## config.mk

```make
export PLATFORM = sky130hd
export DESIGN_NAME = mds_top
export DESIGN_NICKNAME = d
export VERILOG_FILES = /design/src/mds_pkg.sv /design/src/mds_alu_if.sv /design/src/mds_top.sv /design/src/mds_alu.sv
export SDC_FILE = /design/constraint.sdc
export NUM_CORES = 1
export LEC_CHECK = 0
export ABC_AREA = 1
export BUFFER_PORTS_ARGS = -buffer_cell sky130_fd_sc_hd__clkbuf_2
export CAP_MARGIN = 5
export CELL_PAD_IN_SITES_DETAIL_PLACEMENT = 0
export CELL_PAD_IN_SITES_GLOBAL_PLACEMENT = 1
export CORE_MARGIN = 2
export CORE_UTILIZATION = 28
export DETAILED_ROUTE_END_ITERATION = 12
export HOLD_SLACK_MARGIN = 0.05
export PLACE_DENSITY_LB_ADDON = 0.1
export SLEW_MARGIN = 20
export SYNTH_ARGS = -nofsm -noshare
export SYNTH_HDL_FRONTEND = slang
export SYNTH_SLANG_ARGS = --single-unit
export TNS_END_PERCENT = 30
```

## constraint.sdc

```tcl
create_clock -name pclk -period 6.2 [get_ports pclk]
set_clock_uncertainty 0.15 [all_clocks]
set_input_delay 0.31 -clock pclk [delete_from_list [all_inputs] [get_ports pclk]]
set_output_delay 0.31 -clock pclk [all_outputs]
set_load 0.1 [all_outputs]
```

## src/mds_pkg.sv

```systemverilog
package mds_pkg;

  // APB register byte addresses
  localparam logic [7:0] ADDR_CTRL  = 8'h00;
  localparam logic [7:0] ADDR_SRC   = 8'h04;
  localparam logic [7:0] ADDR_SRCLO = 8'h08;
  localparam logic [7:0] ADDR_DST   = 8'h0C;
  localparam logic [7:0] ADDR_RESHI = 8'h10;
  localparam logic [7:0] ADDR_RESLO = 8'h14;
  localparam logic [7:0] ADDR_STAT  = 8'h18;

  // Field positions
  localparam int CTRL_START_BIT = 0;
  localparam int CTRL_OP_LSB    = 1;
  localparam int CC_C           = 0;
  localparam int CC_V           = 1;
  localparam int CC_Z           = 2;
  localparam int CC_N           = 3;

  // Arithmetic constants and step counts
  localparam logic [15:0] MOST_NEG       = 16'h8000;
  localparam logic [15:0] MUL_SPECIAL_HI = 16'h4000;
  localparam logic [5:0]  MUL_STEPS      = 6'h10;
  localparam logic [5:0]  DIV_STEPS      = 6'h0F;

  typedef enum logic [1:0] {
    OP_MUL  = 2'h0,
    OP_DIV  = 2'h1,
    OP_ASH  = 2'h2,
    OP_ARITH_SHIFT_COMBINED_OP = 2'h3
  } mds_op_t;

  typedef enum logic [2:0] {
    ST_IDLE   = 3'h0,
    ST_LOAD   = 3'h1,
    ST_MSTEP  = 3'h3,
    ST_DFIRST = 3'h2,
    ST_DSTEP  = 3'h6,
    ST_DFIX   = 3'h7,
    ST_SSTEP  = 3'h5,
    ST_FIN    = 3'h4
  } mds_st_t;

  typedef struct packed {
    mds_st_t     st;
    mds_op_t     op;
    logic [15:0] br;
    logic [15:0] dr;
    logic [15:0] b;
    logic        ext;
    logic [5:0]  cnt;
    logic        left;
    logic        negd;
    logic        v;
    logic        c;
    logic [15:0] src;
    logic [15:0] srclo;
    logic [15:0] dst;
    logic [15:0] reshi;
    logic [15:0] reslo;
    logic        busy;
    logic        done;
    logic [31:0] prdata;
    logic        pready;
    logic        pslverr;
    logic        op_done;
    logic [3:0]  cc_out;
  } mds_state_t;

  localparam mds_state_t MDS_RST = '0;

endpackage

```

## src/mds_alu_if.sv

```systemverilog
`timescale 1ns/1ps
interface mds_alu_if;
  logic [15:0] a;
  logic [15:0] b;
  logic        sub;
  logic        pass;
  logic        cin;
  logic [15:0] sum;
  logic        ovf;

  modport seq (output a, b, sub, pass, cin, input sum, ovf);
  modport alu (input a, b, sub, pass, cin, output sum, ovf);
endinterface

```

## src/mds_top.sv

```systemverilog
// The APB interface to the registers and the placing of the registers were decided locally.
`timescale 1ns/1ps
module mds_top
  import mds_pkg::*;
(
  // Clock and reset
  input  wire logic        pclk,
  input  wire logic        presetn,
  // APB slave
  input  wire logic [7:0]  paddr,
  input  wire logic        psel,
  input  wire logic        penable,
  input  wire logic        pwrite,
  input  wire logic [31:0] pwdata,
  input  wire logic [3:0]  pstrb,
  output logic      [31:0] prdata,
  output logic             pready,
  output logic             pslverr,
  // Host processor status
  output logic             busy,
  output logic             op_done,
  output logic      [3:0]  cc_out
);

  mds_state_t  s_q;
  mds_state_t  s_d;
  mds_alu_if   alu_if ();
  logic        acc;
  logic        start;
  logic        qbit;
  logic        sgn;
  logic        negq;
  logic        qerr;
  logic [31:0] neg32;
  logic [15:0] quo;
  logic [15:0] rem;
  logic [3:0]  cc;

  mds_alu u_alu (
    .bus (alu_if)
  );

  // Partial remainder stays within one divisor, so bit 15 is its true sign
  assign qbit = ~alu_if.sum[15];
  // Booth partial sums can reach 17 bits; overflow restores the true sign
  assign sgn  = alu_if.sum[15] ^ alu_if.ovf;

  function automatic logic [15:0] wmerge(input logic [15:0] o,
                                         input logic [31:0] d,
                                         input logic [3:0]  st);
    wmerge = {st[1] ? d[15:8] : o[15:8], st[0] ? d[7:0] : o[7:0]};
  endfunction

  always_comb
  begin
    s_d = s_q;
    s_d.pready = 1'b0;
    s_d.pslverr = 1'b0;
    s_d.op_done = 1'b0;
    alu_if.a = s_q.br;
    alu_if.b = s_q.b;
    alu_if.sub = 1'b0;
    alu_if.pass = 1'b0;
    alu_if.cin = 1'b0;
    acc = psel && penable && s_q.pready;
    start = acc && pwrite && !s_q.pslverr && (paddr == ADDR_CTRL) && pstrb[0]
            && pwdata[CTRL_START_BIT] && !s_q.busy;
    neg32 = 32'h0000_0000 - {s_q.br, s_q.dr};
    negq = s_q.negd ^ s_q.b[15];
    rem = s_q.negd ? 16'h0000 - s_q.br : s_q.br;
    quo = negq ? 16'h0000 - s_q.dr : s_q.dr;
    qerr = negq ? (quo == MOST_NEG) : quo[15];
    cc = 4'h0;

    // Read data is captured in the setup cycle; one wait-free access follows
    if (psel && !penable && !s_q.pready)
    begin
      s_d.pready = 1'b1;
      case (paddr)
        ADDR_CTRL:  s_d.prdata = {23'h000000, s_q.busy, 5'h00, s_q.op, 1'b0};
        ADDR_SRC:   s_d.prdata = {16'h0000, s_q.src};
        ADDR_SRCLO: s_d.prdata = {16'h0000, s_q.srclo};
        ADDR_DST:   s_d.prdata = {16'h0000, s_q.dst};
        ADDR_RESHI: s_d.prdata = {16'h0000, s_q.reshi};
        ADDR_RESLO: s_d.prdata = {16'h0000, s_q.reslo};
        ADDR_STAT:  s_d.prdata = {27'h0000000, s_q.done, s_q.cc_out};
        default:
        begin
          s_d.prdata = 32'h0000_0000;
          s_d.pslverr = 1'b1;
        end
      endcase
    end

    // Operand writes are allowed while busy: the sequencer works on copies
    if (acc && pwrite && !s_q.pslverr)
    begin
      case (paddr)
        ADDR_SRC:   s_d.src = wmerge(s_q.src, pwdata, pstrb);
        ADDR_SRCLO: s_d.srclo = wmerge(s_q.srclo, pwdata, pstrb);
        ADDR_DST:   s_d.dst = wmerge(s_q.dst, pwdata, pstrb);
        default:    s_d.dst = s_q.dst;
      endcase
    end

    if (start)
    begin
      s_d.op = mds_op_t'(pwdata[CTRL_OP_LSB+1:CTRL_OP_LSB]);
      s_d.busy = 1'b1;
      s_d.done = 1'b0;
      s_d.st = ST_LOAD;
      s_d.ext = 1'b0;
      s_d.v = 1'b0;
      s_d.c = 1'b0;
      s_d.negd = s_q.src[15];
      s_d.left = !s_q.dst[5];
      s_d.br = s_q.src;
      s_d.b = s_q.src;
      s_d.dr = s_q.srclo;
      s_d.cnt = s_q.dst[5] ? 6'h00 - s_q.dst[5:0] : s_q.dst[5:0];
      case (mds_op_t'(pwdata[CTRL_OP_LSB+1:CTRL_OP_LSB]))
        OP_MUL:
        begin
          s_d.dr = s_q.src;
          s_d.b = s_q.dst;
          s_d.br = 16'h0000;
          s_d.cnt = MUL_STEPS;
        end
        OP_DIV:
        begin
          s_d.b = s_q.dst;
          s_d.cnt = DIV_STEPS;
        end
        OP_ASH:     s_d.dr = 16'h0000;
        default:    s_d.dr = s_q.srclo;
      endcase
    end

    case (s_q.st)
      ST_LOAD:
      begin
        case (s_q.op)
          OP_MUL:
          begin
            s_d.st = ST_MSTEP;
            if (s_q.dr == MOST_NEG)
            begin
              s_d.dr = s_q.b;
              s_d.b = s_q.dr;
              if (s_q.b == MOST_NEG)
              begin
                s_d.br = MUL_SPECIAL_HI;
                s_d.dr = 16'h0000;
                s_d.st = ST_FIN;
              end
            end
          end
          OP_DIV:
          begin
            s_d.st = ST_DFIRST;
            if (s_q.b == 16'h0000)
            begin
              s_d.v = 1'b1;
              s_d.c = 1'b1;
              s_d.st = ST_FIN;
            end
            else if (s_q.negd)
            begin
              s_d.br = neg32[31:16];
              s_d.dr = neg32[15:0];
              if (neg32 == {MOST_NEG, 16'h0000})
              begin
                s_d.v = 1'b1;
                s_d.st = ST_FIN;
              end
            end
          end
          default:
            s_d.st = (s_q.cnt == 6'h00) ? ST_FIN : ST_SSTEP;
        endcase
      end

      ST_MSTEP:
      begin
        alu_if.a = s_q.br;
        alu_if.sub = s_q.dr[0] && !s_q.ext;
        alu_if.pass = (s_q.dr[0] == s_q.ext);
        alu_if.cin = s_q.dr[0] && !s_q.ext;
        s_d.br = {sgn, alu_if.sum[15:1]};
        s_d.dr = {alu_if.sum[0], s_q.dr[15:1]};
        s_d.ext = s_q.dr[0];
        s_d.cnt = s_q.cnt - 6'h01;
        if (s_q.cnt == 6'h01)
          s_d.st = ST_FIN;
      end

      ST_DFIRST:
      begin
        alu_if.a = {s_q.br[14:0], s_q.dr[15]};
        alu_if.sub = !s_q.b[15];
        alu_if.cin = !s_q.b[15];
        s_d.br = alu_if.sum;
        s_d.dr = {s_q.dr[14:0], qbit};
        s_d.st = ST_DSTEP;
        // A set first quotient bit or a lost high bit means over 16 bits
        if (qbit || s_q.br[15])
        begin
          s_d.v = 1'b1;
          s_d.st = ST_FIN;
        end
      end

      ST_DSTEP:
      begin
        alu_if.a = {s_q.br[14:0], s_q.dr[15]};
        alu_if.sub = s_q.dr[0] ^ s_q.b[15];
        alu_if.cin = s_q.dr[0] ^ s_q.b[15];
        s_d.br = alu_if.sum;
        s_d.dr = {s_q.dr[14:0], qbit};
        s_d.cnt = s_q.cnt - 6'h01;
        if (s_q.cnt == 6'h01)
          s_d.st = ST_DFIX;
      end

      ST_DFIX:
      begin
        // A clear last quotient bit leaves a negative remainder to restore
        if (!s_q.dr[0])
        begin
          alu_if.a = s_q.br;
          alu_if.sub = s_q.b[15];
          alu_if.cin = s_q.b[15];
          s_d.br = alu_if.sum;
        end
        s_d.st = ST_FIN;
      end

      ST_SSTEP:
      begin
        if (s_q.left)
        begin
          alu_if.a = s_q.br;
          alu_if.cin = (s_q.op == OP_ARITH_SHIFT_COMBINED_OP) && s_q.dr[15];
          s_d.br = alu_if.sum;
          s_d.b = alu_if.sum;
          s_d.dr = {s_q.dr[14:0], 1'b0};
          s_d.c = s_q.br[15];
          s_d.v = s_q.v || (alu_if.sum[15] != s_q.br[15]);
        end
        else
        begin
          s_d.br = {s_q.br[15], s_q.br[15:1]};
          if (s_q.op == OP_ARITH_SHIFT_COMBINED_OP)
            s_d.dr = {s_q.br[0], s_q.dr[15:1]};
          s_d.c = (s_q.op == OP_ARITH_SHIFT_COMBINED_OP) ? s_q.dr[0] : s_q.br[0];
        end
        s_d.cnt = s_q.cnt - 6'h01;
        if (s_q.cnt == 6'h01)
          s_d.st = ST_FIN;
      end

      ST_FIN:
      begin
        s_d.reshi = s_q.br;
        s_d.reslo = s_q.dr;
        case (s_q.op)
          OP_MUL:
            cc = {s_q.br[15], {s_q.br, s_q.dr} == 32'h0000_0000, 1'b0,
                  s_q.br != {16{s_q.dr[15]}}};
          OP_DIV:
          begin
            if (s_q.v)
            begin
              cc = {1'b0, s_q.c, 1'b1, s_q.c};
              s_d.reshi = s_q.reshi;
              s_d.reslo = s_q.reslo;
            end
            else
            begin
              cc = {quo[15], quo == 16'h0000, qerr, 1'b0};
              s_d.reshi = qerr ? s_q.reshi : quo;
              s_d.reslo = qerr ? s_q.reslo : rem;
            end
          end
          OP_ASH:
            cc = {s_q.br[15], s_q.br == 16'h0000, s_q.v, s_q.c};
          default:
            cc = {s_q.br[15], {s_q.br, s_q.dr} == 32'h0000_0000, s_q.v, s_q.c};
        endcase
        s_d.cc_out = cc;
        s_d.busy = 1'b0;
        s_d.done = 1'b1;
        s_d.op_done = 1'b1;
        s_d.st = ST_IDLE;
      end

      default:
        s_d.st = start ? ST_LOAD : ST_IDLE;
    endcase
  end

  always_ff @(posedge pclk or negedge presetn)
  begin
    if (!presetn)
      s_q <= MDS_RST;
    else
      s_q <= s_d;
  end

  assign prdata  = s_q.prdata;
  assign pready  = s_q.pready;
  assign pslverr = s_q.pslverr;
  assign busy    = s_q.busy;
  assign op_done = s_q.op_done;
  assign cc_out  = s_q.cc_out;

  a_mul_start_clear:
    assert property (@(posedge pclk) disable iff (!presetn)
      (start && pwdata[2:1] == OP_MUL) |=> (!s_q.ext && s_q.cnt == MUL_STEPS))
    else $error("multiply start did not clear carry and load count");

  a_mul_special:
    assert property (@(posedge pclk) disable iff (!presetn)
      (s_q.st == ST_LOAD && s_q.op == OP_MUL && s_q.dr == MOST_NEG && s_q.b == MOST_NEG)
      |=> (s_q.st == ST_FIN && s_q.br == MUL_SPECIAL_HI && s_q.dr == 16'h0000))
    else $error("special product not generated directly");

  a_mul_select:
    assert property (@(posedge pclk) disable iff (!presetn)
      (s_q.st == ST_MSTEP) |-> (alu_if.pass == (s_q.dr[0] == s_q.ext))
                             && (alu_if.sub == (s_q.dr[0] && !s_q.ext)))
    else $error("multiply step chose the wrong operation");

  a_mul_shift_in:
    assert property (@(posedge pclk) disable iff (!presetn)
      (s_q.st == ST_MSTEP) |=> (s_q.ext == $past(s_q.dr[0]))
                             && (s_q.dr[15] == $past(alu_if.sum[0])))
    else $error("multiply shift lost a bit");

  a_mul_length:
    assert property (@(posedge pclk) disable iff (!presetn)
      $rose(s_q.st == ST_MSTEP) |-> (s_q.cnt == MUL_STEPS)
      ##15 (s_q.st == ST_MSTEP && s_q.cnt == 6'h01) ##1 (s_q.st == ST_FIN))
    else $error("multiply loop did not run sixteen steps");

  a_carry_in:
    assert property (@(posedge pclk) disable iff (!presetn)
      (alu_if.sub && !alu_if.pass) |-> alu_if.cin)
    else $error("subtraction without carry-in");

  a_div_select:
    assert property (@(posedge pclk) disable iff (!presetn)
      (s_q.st == ST_DSTEP) |-> (alu_if.sub == (s_q.dr[0] ^ s_q.b[15]))
      ##1 (s_q.dr[0] == !$past(alu_if.sum[15])))
    else $error("divide pass chose the wrong operation");

  a_div_overflow:
    assert property (@(posedge pclk) disable iff (!presetn)
      (s_q.st == ST_DFIRST && (qbit || s_q.br[15])) |=> (s_q.st == ST_FIN && s_q.v))
    else $error("quotient overflow did not abort");

  a_zero_divisor:
    assert property (@(posedge pclk) disable iff (!presetn)
      (start && pwdata[2:1] == OP_DIV && s_q.dst == 16'h0000)
      |-> ##3 (s_q.cc_out[2:0] == 3'h7 && s_q.op_done))
    else $error("zero divisor did not set Z, V and C");

  a_done_pulse:
    assert property (@(posedge pclk) disable iff (!presetn)
      s_q.op_done |-> (!s_q.busy ##1 !s_q.op_done))
    else $error("done pulse too long or busy still set");

endmodule

```

## src/mds_alu.sv

```systemverilog
`timescale 1ns/1ps
module mds_alu
  import mds_pkg::*;
(
  // Operand and result lines
  mds_alu_if.alu bus
);

  logic [15:0] bb;

  // Subtraction is A plus inverted B with the carry-in supplying the one
  always_comb
  begin
    bb = bus.pass ? 16'h0000 : (bus.sub ? ~bus.b : bus.b);
    bus.sum = bus.a + bb + {15'h0000, bus.cin};
    bus.ovf = (bus.a[15] == bb[15]) && (bus.sum[15] != bus.a[15]);
  end

endmodule

```

Yosys cells after proc, flatten, opt, wreduce, memory -nomap -nowiden
Index checks and enable logic that the tools add are counted.
{"block": "word_totals", "ff_bits": 169, "wordCells": 182, "inputBits": 49, "out_inout_bits": 40}
{"block": "op_classes", "n_reduce_logical": 45, "n_bitwise": 5, "mux": 67, "addsub": 7, "eq_ne": 31}
{"op": "2-to-1 mux 16 bit", "n": 13}
{"op": "2-to-1 mux 32 bit", "n": 6}
{"op": "case mux 16 bit (7 select lines)", "n": 1}
{"op": "case mux 16 bit (5 select lines)", "n": 1}
{"op": "2-to-1 mux 64 bit", "n": 1}
{"op": "case mux 16 bit (2 select lines)", "n": 2}
{"op": "case mux 16 bit (4 select lines)", "n": 1}
{"op": "case mux 32 bit (2 select lines)", "n": 1}
{"op": "== test 16 bit (second input constant)", "n": 3}
{"op": "logical NOT 16 bit", "n": 3}
{"op": "2-to-1 mux 48 bit", "n": 1}
{"op": "== test 32 bit (second input constant)", "n": 1}
{"op": "logical NOT 32 bit", "n": 1}
{"op": "subtractor 1 x 16 -> 16 bit (first input constant)", "n": 2}
{"op": "subtractor 1 x 32 -> 32 bit (first input constant)", "n": 1}
{"op": "== test 8 x 5 -> 1 bit (second input constant)", "n": 3}
{"op": "2-to-1 mux 3 bit", "n": 7}
{"op": "AND reduction 3 bit", "n": 7}
{"op": "case mux 3 bit (6 select lines)", "n": 1}
{"op": "adder 16 x 1 -> 16 bit", "n": 1}
{"op": "adder 16 bit", "n": 1}
{"op": "== test 8 x 4 -> 1 bit (second input constant)", "n": 2}
{"op": "2-to-1 mux 1 bit", "n": 16}
{"op": "inequality test 16 bit", "n": 1}
{"op": "36 further kinds", "n": 78}

Logic depth before layout (Yosys ltp)
Gate-level depths: netlist of run 1.
{"block": "logic_depth", "ltp_word": 14, "ltp_mapped": 30, "depth_no_buf": 30}

Hierarchy
From an unflattened synthesis of run 1, not the netlist that was laid out.
{"block": "hier_totals", "hier_cells": 2184, "area_unflattened_um2": 14132.3}
{"module": "mds_top", "instances": 1, "cells_per_inst": 1972, "area_each_um2": 12978.7, "seq_area_each_um2": 4229.1}
{"module": "mds_alu", "instances": 1, "cells_per_inst": 212, "area_each_um2": 1153.6, "seq_area_each_um2": 0.0}

Least setup slack after synthesis of run 1
No wires, ideal clock.
{"block": "synth_timing", "kind": "register -> register", "start": "reg s_q[148] (netlist bit)", "end": "reg s_q[122] (netlist bit)", "stages_incl_launch_ff": 28, "setup_time_ns": 0.124, "n_path_buf": 1, "required_ns": 5.926, "period_less_slack_ns": 4.567, "t_arrival_ns": 4.292, "path_slack_ns": 1.633, "cell_sequence": "dfrtp_1 inv_2 clkbuf_1 ha_1 a22o_1 nor2_1 clkinv_1 a21oi_1 o21ai_0 fa_1 inv_1 nand3_1 nand2_1 nand4_1 nand3_1 nand3_1 nand2_1 nand2_1 nand2_1 a21oi_1 fa_1 inv_1 ha_1 a21oi_1 o21ai_0 nand2_1 inv_1 nand3_1"}
{"element": "from (decl)", "line_no": "mds_top.sv:25", "text": "mds_state_t s_q;"}
{"element": "from (signal assigned)", "line_no": "mds_top.sv:305", "text": "s_q <= MDS_RST;"}
{"element": "from (signal assigned)", "line_no": "mds_top.sv:307", "text": "s_q <= s_d;"}

==> impl_metrics.tcl, run 1 <==
set metrics [dict create \
    worst_slew_pin_slew_ns 1.12 \
    synth_compound_area_frac 0.223 \
    die_area_um2 50700 \
    start_util 0.282 \
    mostFrequentLayoutCells "nand2_1 (553), o21ai_0 (245), inv_1 (216), nand3_1 (178), dfrtp_1 (169)" \
    synth-edff-count 0 \
    totalWireLength_mm 75.3 \
    ant_nets 0 \
    placeableCoreArea_um2 48600 \
    cts.clk_slew.worst_paths_ns 0.08 \
    hpwl_mm 58.0 \
    netlist_area_um2 13700 \
    crit_path_max_incr_delay_ns 0.55 \
    setup_viol 0 \
    synth_ff_type "dfrtp_1" \
    gp_congestion 0.986 \
    fillers 5430 \
    synth_warnings 0 \
    clk_latency_ns 0.52 \
    cts_buffers 17 \
    drt_iter0_drc 1732 \
    area_growth_pct 11.0 \
    io_pins 89 \
    synth_fa_ha_area_frac 0.0263 \
    cts.path.max_buffers 2 \
    grt.total_usage 0.299 \
    drc 0 \
    synth_area_leaders "dfrtp_1 (31%), nand2_1 (15%), o21ai_0 (8.9%), nand3_1 (6.5%), inv_1 (5.9%)" \
    grt_overflow 0 \
    postSynthCellCount 2106 \
    leakagePower_nw 6.77 \
    first_global_vias 14200 \
    hold_viol 0 \
    drtPass1Iterations 5 \
    cts_tree "built" \
    fin_crit_ns 5.23 \
    arrival_ns 5.47 \
    synthArstFlopShare 1.00 \
    status "finished, final reports clean" \
    tns_ns 0 \
    grt_pass1_wl_mm 107 \
    maxCapViolations 0 \
    layout.nets 2198 \
    seq_area_frac_synth 0.309 \
    critPathKind "flop to flop" \
    wire_per_inst_um 27.3 \
    synth.area.mux_share 0 \
    irDropWorstVdd_v 0.000230 \
    worstHoldPathType "primary input to flop" \
    maxSlewViolCount 0 \
    post_cts_buffers 0 \
    synth.largest_area_cell "dfrtp_1" \
    required_ns 6.44 \
    rows 81 \
    hold_buffers 18 \
    dp_cells 2707 \
    post_drt_via_cell_ratio 5.53 \
    critPathMaxFanout 10 \
    synth-xor-area-share 0.0128 \
    io_buffers 54 \
    maxSlewHeadroom 0.245 \
    synth_top_family_by_area "simple AND/OR/NAND/NOR gates" \
    finalCritPeriodShare 0.844 \
    slowest_stage "fa_1" \
    htree_num_levels 4 \
    rsz0062_at_grt "false" \
    drive_above_1_share 0.0867 \
    layout_commonest_cell "nand2_1" \
    vias 15300 \
    power.density_nw_per_um2 176 \
    critPathLaunchType "flop" \
    worst_setup_path_end_kind "flop" \
    avgSynthCellArea_um2 6.51 \
    clock_sinks 169 \
    cts-root-buf "clkbuf_16" \
    fmax_ghz 0.191 \
    cts_resized 0 \
    grt_max_degree 67 \
    antenna_found_initial 1 \
    dieHeight_um 225 \
    ys_types 62 \
    synth-simple-area-share 0.315 \
    netlist.area_leader.share 0.309 \
    fin_cells 2758 \
    ys_seq_elements 169 \
    die-width_um 225 \
]
## final cells by class
class | count | area (um2) | share of cell area
clock inverters | 15 | 198 | 0.0130
inverters | 231 | 867 | 0.0570
repair buffers | 110 | 744 | 0.0489
clock buffers | 17 | 425 | 0.0280
multi-input cells | 1593 | 7970 | 0.524
diodes | 1 | 2.50 | 0.000164
well taps | 622 | 778 | 0.0512
flip-flops and latches | 169 | 4230 | 0.278
## path summary, 6_finish.rpt
| check | startpoint | endpoint | cells past startpoint | slack (ns) |
|---|---|---|---|---|
| max reg2reg | s_q[182]$_DFF_PN0_ | s_q[122]$_DFF_PN0_ | 29 | 0.97 |
| min in group asynchronous | presetn | s_q[117]$_DFFE_PN0P_ | 2 | 0.23 |
| min reg2reg | s_q[66]$_DFFE_PN0P_ | s_q[66]$_DFFE_PN0P_ | 2 | 0.33 |
| max | s_q[182]$_DFF_PN0_ | s_q[122]$_DFF_PN0_ | 29 | 0.97 |
| min | psel | prdata[4]$_DFFE_PN0P_ | 5 | 0.11 |
| max in group asynchronous | presetn | prdata[5]$_DFFE_PN0P_ | 3 | 4.35 |
## flip-flops by register name, summed over array words and instances, names as in the netlist
signal and count:
pready 1, busy 1, cc_out 4, alu_if.b 16, prdata 16, s_q 129
pslverr 1, op_done 1
## Yosys cell counts (3+ instances only)
library cell	count
fa_1	3
o22ai_1	44
nor2_4	6
nor2_2	10
inv_2	11
a31oi_1	7
o21ai_1	18
o211ai_1	28
a22oi_1	5
nand3_2	4
nor3_1	8
a311oi_1	4
nand3_1	178
ha_1	24
xnor2_1	4
clkbuf_1	66
buf_4	44
a221oi_1	6
buf_2	10
a211oi_1	6
and2_1	4
dfrtp_1	169
a21oi_1	128
o21ai_0	245
o2111ai_1	10
nand2_4	3
nor4_1	3
xor2_1	16
nor2_1	162
a22o_1	5
nand2_2	14
inv_1	216
nand2_1	553
buf_1	4
clkinv_1	4
nand4_1	37
o221ai_1	13
## per-stage QoR
step / setup slack (ns) / util / total power [mW] / cell area [um2] / hold WS (ns)
floorplan: 1.63 / - / 1.34 / 13800 / -0.136
global placement: 1.09 / 0.296 / 1.46 / 14400 / 0.221
detailed placement: 1.08 / 0.296 / 1.46 / 14400 / 0.218
CTS: 1.05 / 0.313 / 2.69 / 15200 / 0.0842
global route: 0.624 / 0.313 / 2.75 / 15200 / 0.153
finish: 0.968 / 0.313 / 2.67 / 15200 / 0.106
## worst max-delay path, delay by kind of cell, from the launching register on
family          cells  cell delay (ns)
simple gates       13             1.46
fa+ha+maj           3             1.34
buf+inv             7             0.94
compound gates      6             0.67
flops               1             0.54
## power by group
part / switching [mW] / internal, mW / leakage (nW)
Sequential: 0.0263 / 1.12 / 2.01
Combinational: 0.240 / 0.0686 / 4.46
Clock: 0.604 / 0.617 / 0.303
## cell families after synthesis
kind of cell,after synthesis
AOI/OAI and AO/OA,537
xor gates and xnor gates,20
adders and majority gates,27
buffers and inverters,359
DFF,169
other,1
and+or+nand+nor,993
## routing by layer
layer,track usage,routed length [um]
met5,0,0
met4,0.127,3390
met3,0.0549,5260
met2,0.469,33600
met1,0.403,33100
Note: power is estimated with default switching activity, not from simulation.
==> run 2: changes to the inputs <==
--- a/config.mk
+++ b/config.mk
@@ -5,7 +5,7 @@
 export SDC_FILE = /design/constraint.sdc
 export NUM_CORES = 1
 export LEC_CHECK = 0
-export ABC_AREA = 1
+export ABC_AREA = 0
 export BUFFER_PORTS_ARGS = -buffer_cell sky130_fd_sc_hd__clkbuf_2
 export CAP_MARGIN = 5
 export CELL_PAD_IN_SITES_DETAIL_PLACEMENT = 0
==> constraint.sdc (replaced) <==
create_clock -name pclk -period 5.25 [get_ports pclk]
set_clock_uncertainty 0.15 [all_clocks]
set_input_delay 0.2625 -clock pclk [delete_from_list [all_inputs] [get_ports pclk]]
set_output_delay 0.2625 -clock pclk [all_outputs]
set_load 0.1 [all_outputs]
==> run 2 against run 1 <==
Compared with the run above: synthesized area down 0.55%; non-clock buffer count up 43; utilization up 0.85 points; total power rose to 2.8 times the previous value; setup slack worse by 0.65 ns; critical path depth down 4; critical path type unchanged; clock power up 11%; combinational power rose to 13 times the previous value.
==> impl_metrics.tcl, run 2 <==
set metrics [dict create \
    hpwl_mm 50.1 \
    io_pins 89 \
    dieHeight_um 225 \
    synth.largest_area_cell "dfrtp_1" \
    largest_reg_flops 129 \
    fin_util 0.321 \
    maxCapViolations 0 \
    netlist_area_um2 13600 \
    busiest_layer "met2" \
    grtUsageMet1 0.380 \
    cts.clk_slew.worst_paths_ns 0.08 \
    drive_above_1_share 0.157 \
    placeableCoreArea_um2 47800 \
    placed_cell_area_um2 14600 \
    layout.nets 1791 \
    rsz0062_at_grt "false" \
    dp_cells 2294 \
    tns_ns 0 \
    power.density_nw_per_um2 479 \
    grt_max_degree 81 \
    yosysMostFrequentCell "nand2_1" \
    setup_viol 0 \
    finalCritPeriodShare 0.940 \
    mostFrequentLayoutCells "nand2_1 (214), dfrtp_1 (169), nor2_1 (159), a21oi_1 (139), o21ai_0 (117)" \
    synth_ff_type "dfrtp_1" \
    vias 13700 \
    drc 0 \
    synth_warnings 0 \
    avgSynthCellArea_um2 8.03 \
    grt_pass1_wl_mm 95.5 \
    drt_iter0_drc 1381 \
    netlist.area_leader.share 0.310 \
    cts_tree "built" \
    regMostFlops "s_q" \
    critPathMaxFanout 9 \
    htree_num_levels 4 \
    gp_congestion 0.924 \
    ys_seq_elements 169 \
    maxSlewViolCount 0 \
    totalWireLength_mm 66.3 \
    first_global_vias 13200 \
    fmax_ghz 0.203 \
    fin_crit_ns 4.93 \
    met2_usage 0.395 \
    worst_setup_path_end_kind "flop" \
    cts_buffers 17 \
    start_util 0.285 \
    critPathLaunchType "flop" \
    cts.path.max_buffers 2 \
    die-width_um 225 \
    hold_viol 0 \
    cts-root-buf "clkbuf_16" \
    seq_area_frac_synth 0.310 \
    synth_area_leaders "dfrtp_1 (31%), nand2_1 (5.9%), a21oi_1 (5.2%), mux2_2 (5.2%), nor2_1 (4.4%)" \
    antenna_found_initial 1 \
    fin_cells 2344 \
    wire_per_inst_um 28.3 \
    clk_latency_ns 0.51 \
    rows 80 \
    synthArstFlopShare 1.00 \
    drtPass1Iterations 5 \
    critPathKind "flop to flop" \
    irDropWorstVdd_v 0.000257 \
    ys_types 80 \
    worst_slew_pin_slew_ns 1.10 \
    arrival_ns 5.17 \
    grt_overflow 0 \
    grt.total_usage 0.264 \
    final_area_um2 15400 \
    worstHoldPathType "primary input to flop" \
    post_drt_via_cell_ratio 5.86 \
    clock_sinks 169 \
    required_ns 5.49 \
    layout_commonest_cell "nand2_1" \
    area_growth_pct 12.8 \
    postSynthCellCount 1697 \
    io_buffers 54 \
    status "finished, final reports clean" \
    grt_use_met3 0.0406 \
    ant_nets 0 \
    maxSlewHeadroom 0.270 \
    synth_commonest_cells "nand2_1 (214), dfrtp_1 (169), nor2_1 (159)" \
    leakagePower_nw 6.35 \
    synth-edff-count 0 \
    die_area_um2 50500 \
]
[run 2: critical path, cell delays in order (launching register included)]
cell      delay, ns
dfrtp_1        0.43
inv_1          0.08
ha_1           0.27
inv_1          0.03
mux4_2         0.44
nand2_1        0.11
buf_4          0.20
xnor2_1        0.14
nand2b_1       0.10
fa_1           0.44
nor2b_1        0.13
o21ai_1        0.10
a21o_1         0.21
nand3_1        0.17
a21oi_2        0.09
a21oi_2        0.17
a21o_1         0.16
a21oi_2        0.08
fa_1           0.48
inv_1          0.05
ha_1           0.22
nor2_1         0.14
o31ai_1        0.08
nand2_1        0.07
o21ai_0        0.07
a31o_1         0.21
[run 2: cells by family after synthesis]
kind of cell	share of synthesized area
fa+ha+maj	0.0264
buf+inv	0.0670
xor+xnor	0.0533
mux	0.0882
flops	0.310
simple gates	0.202
other cells	0.000275
compound gates	0.253
[run 2: what timing repair did]
| item | 4_1_cts | 5_1_grt |
|---|---|---|
| gates resized for setup | 0 | 5 |
| buffers inserted | 0 | 0 |
| setup endpoints to repair | 0 | 4 |
| hold endpoints to repair | 122 | 0 |
| hold buffers | 17 | 0 |
[run 2: worst paths after layout]
| path | to | start | slack [ns] | cells after the start |
|---|---|---|---|---|
| hold / removal | s_q[180]$_DFFE_PN0P_ | pwdata[1] | 0.1 | 4 |
| max in group asynchronous | s_q[160]$_DFF_PN0_ | presetn | 3.44 | 3 |
| hold reg to reg | prdata[0]$_DFFE_PN0P_ | prdata[0]$_DFFE_PN0P_ | 0.33 | 2 |
| min in group asynchronous | s_q[174]$_DFF_PN0_ | presetn | 0.26 | 2 |
| setup / recovery | s_q[183]$_DFF_PN0_ | s_q[148]$_DFF_PN0_ | 0.32 | 25 |
| setup reg to reg | s_q[183]$_DFF_PN0_ | s_q[148]$_DFF_PN0_ | 0.32 | 25 |
[run 2: per-layer routing]
layer | part of all wire | routed length, um
met1 | 0.47 | 30900
met2 | 0.44 | 29100
met3 | 0.058 | 3880
met4 | 0.036 | 2360
met5 | 0 | 0
[run 2: power breakdown]
group          leakage, nW  internal, mW  switching (mW)
combinational         3.88          1.34            2.53
clock                0.299         0.651           0.712
sequential            2.17          1.59           0.548
total                 6.35          3.58            3.79
[run 2: cell type report]
type | instances | area (um2)
clock inverters | 15 | 191
clock buffers | 17 | 425
flip-flops and latches | 169 | 4230
inverters | 30 | 113
diodes | 1 | 2.50
fillers | 5161 | 32500
multi-input cells | 1344 | 8580
repair buffers | 153 | 1060
well taps | 615 | 769
[run 2: per-stage QoR]
step	hold WS, ns	power [mW]	worst slack, ns
4_1_cts	0.0585	7.30	0.142
3_5_place_dp	0.248	5.89	0.182
6_report	0.0966	7.37	0.316
3_3_place_gp	0.245	5.89	0.161
5_1_grt	0.0931	7.76	0.00405
2_1_floorplan	-0.183	4.44	0.0224
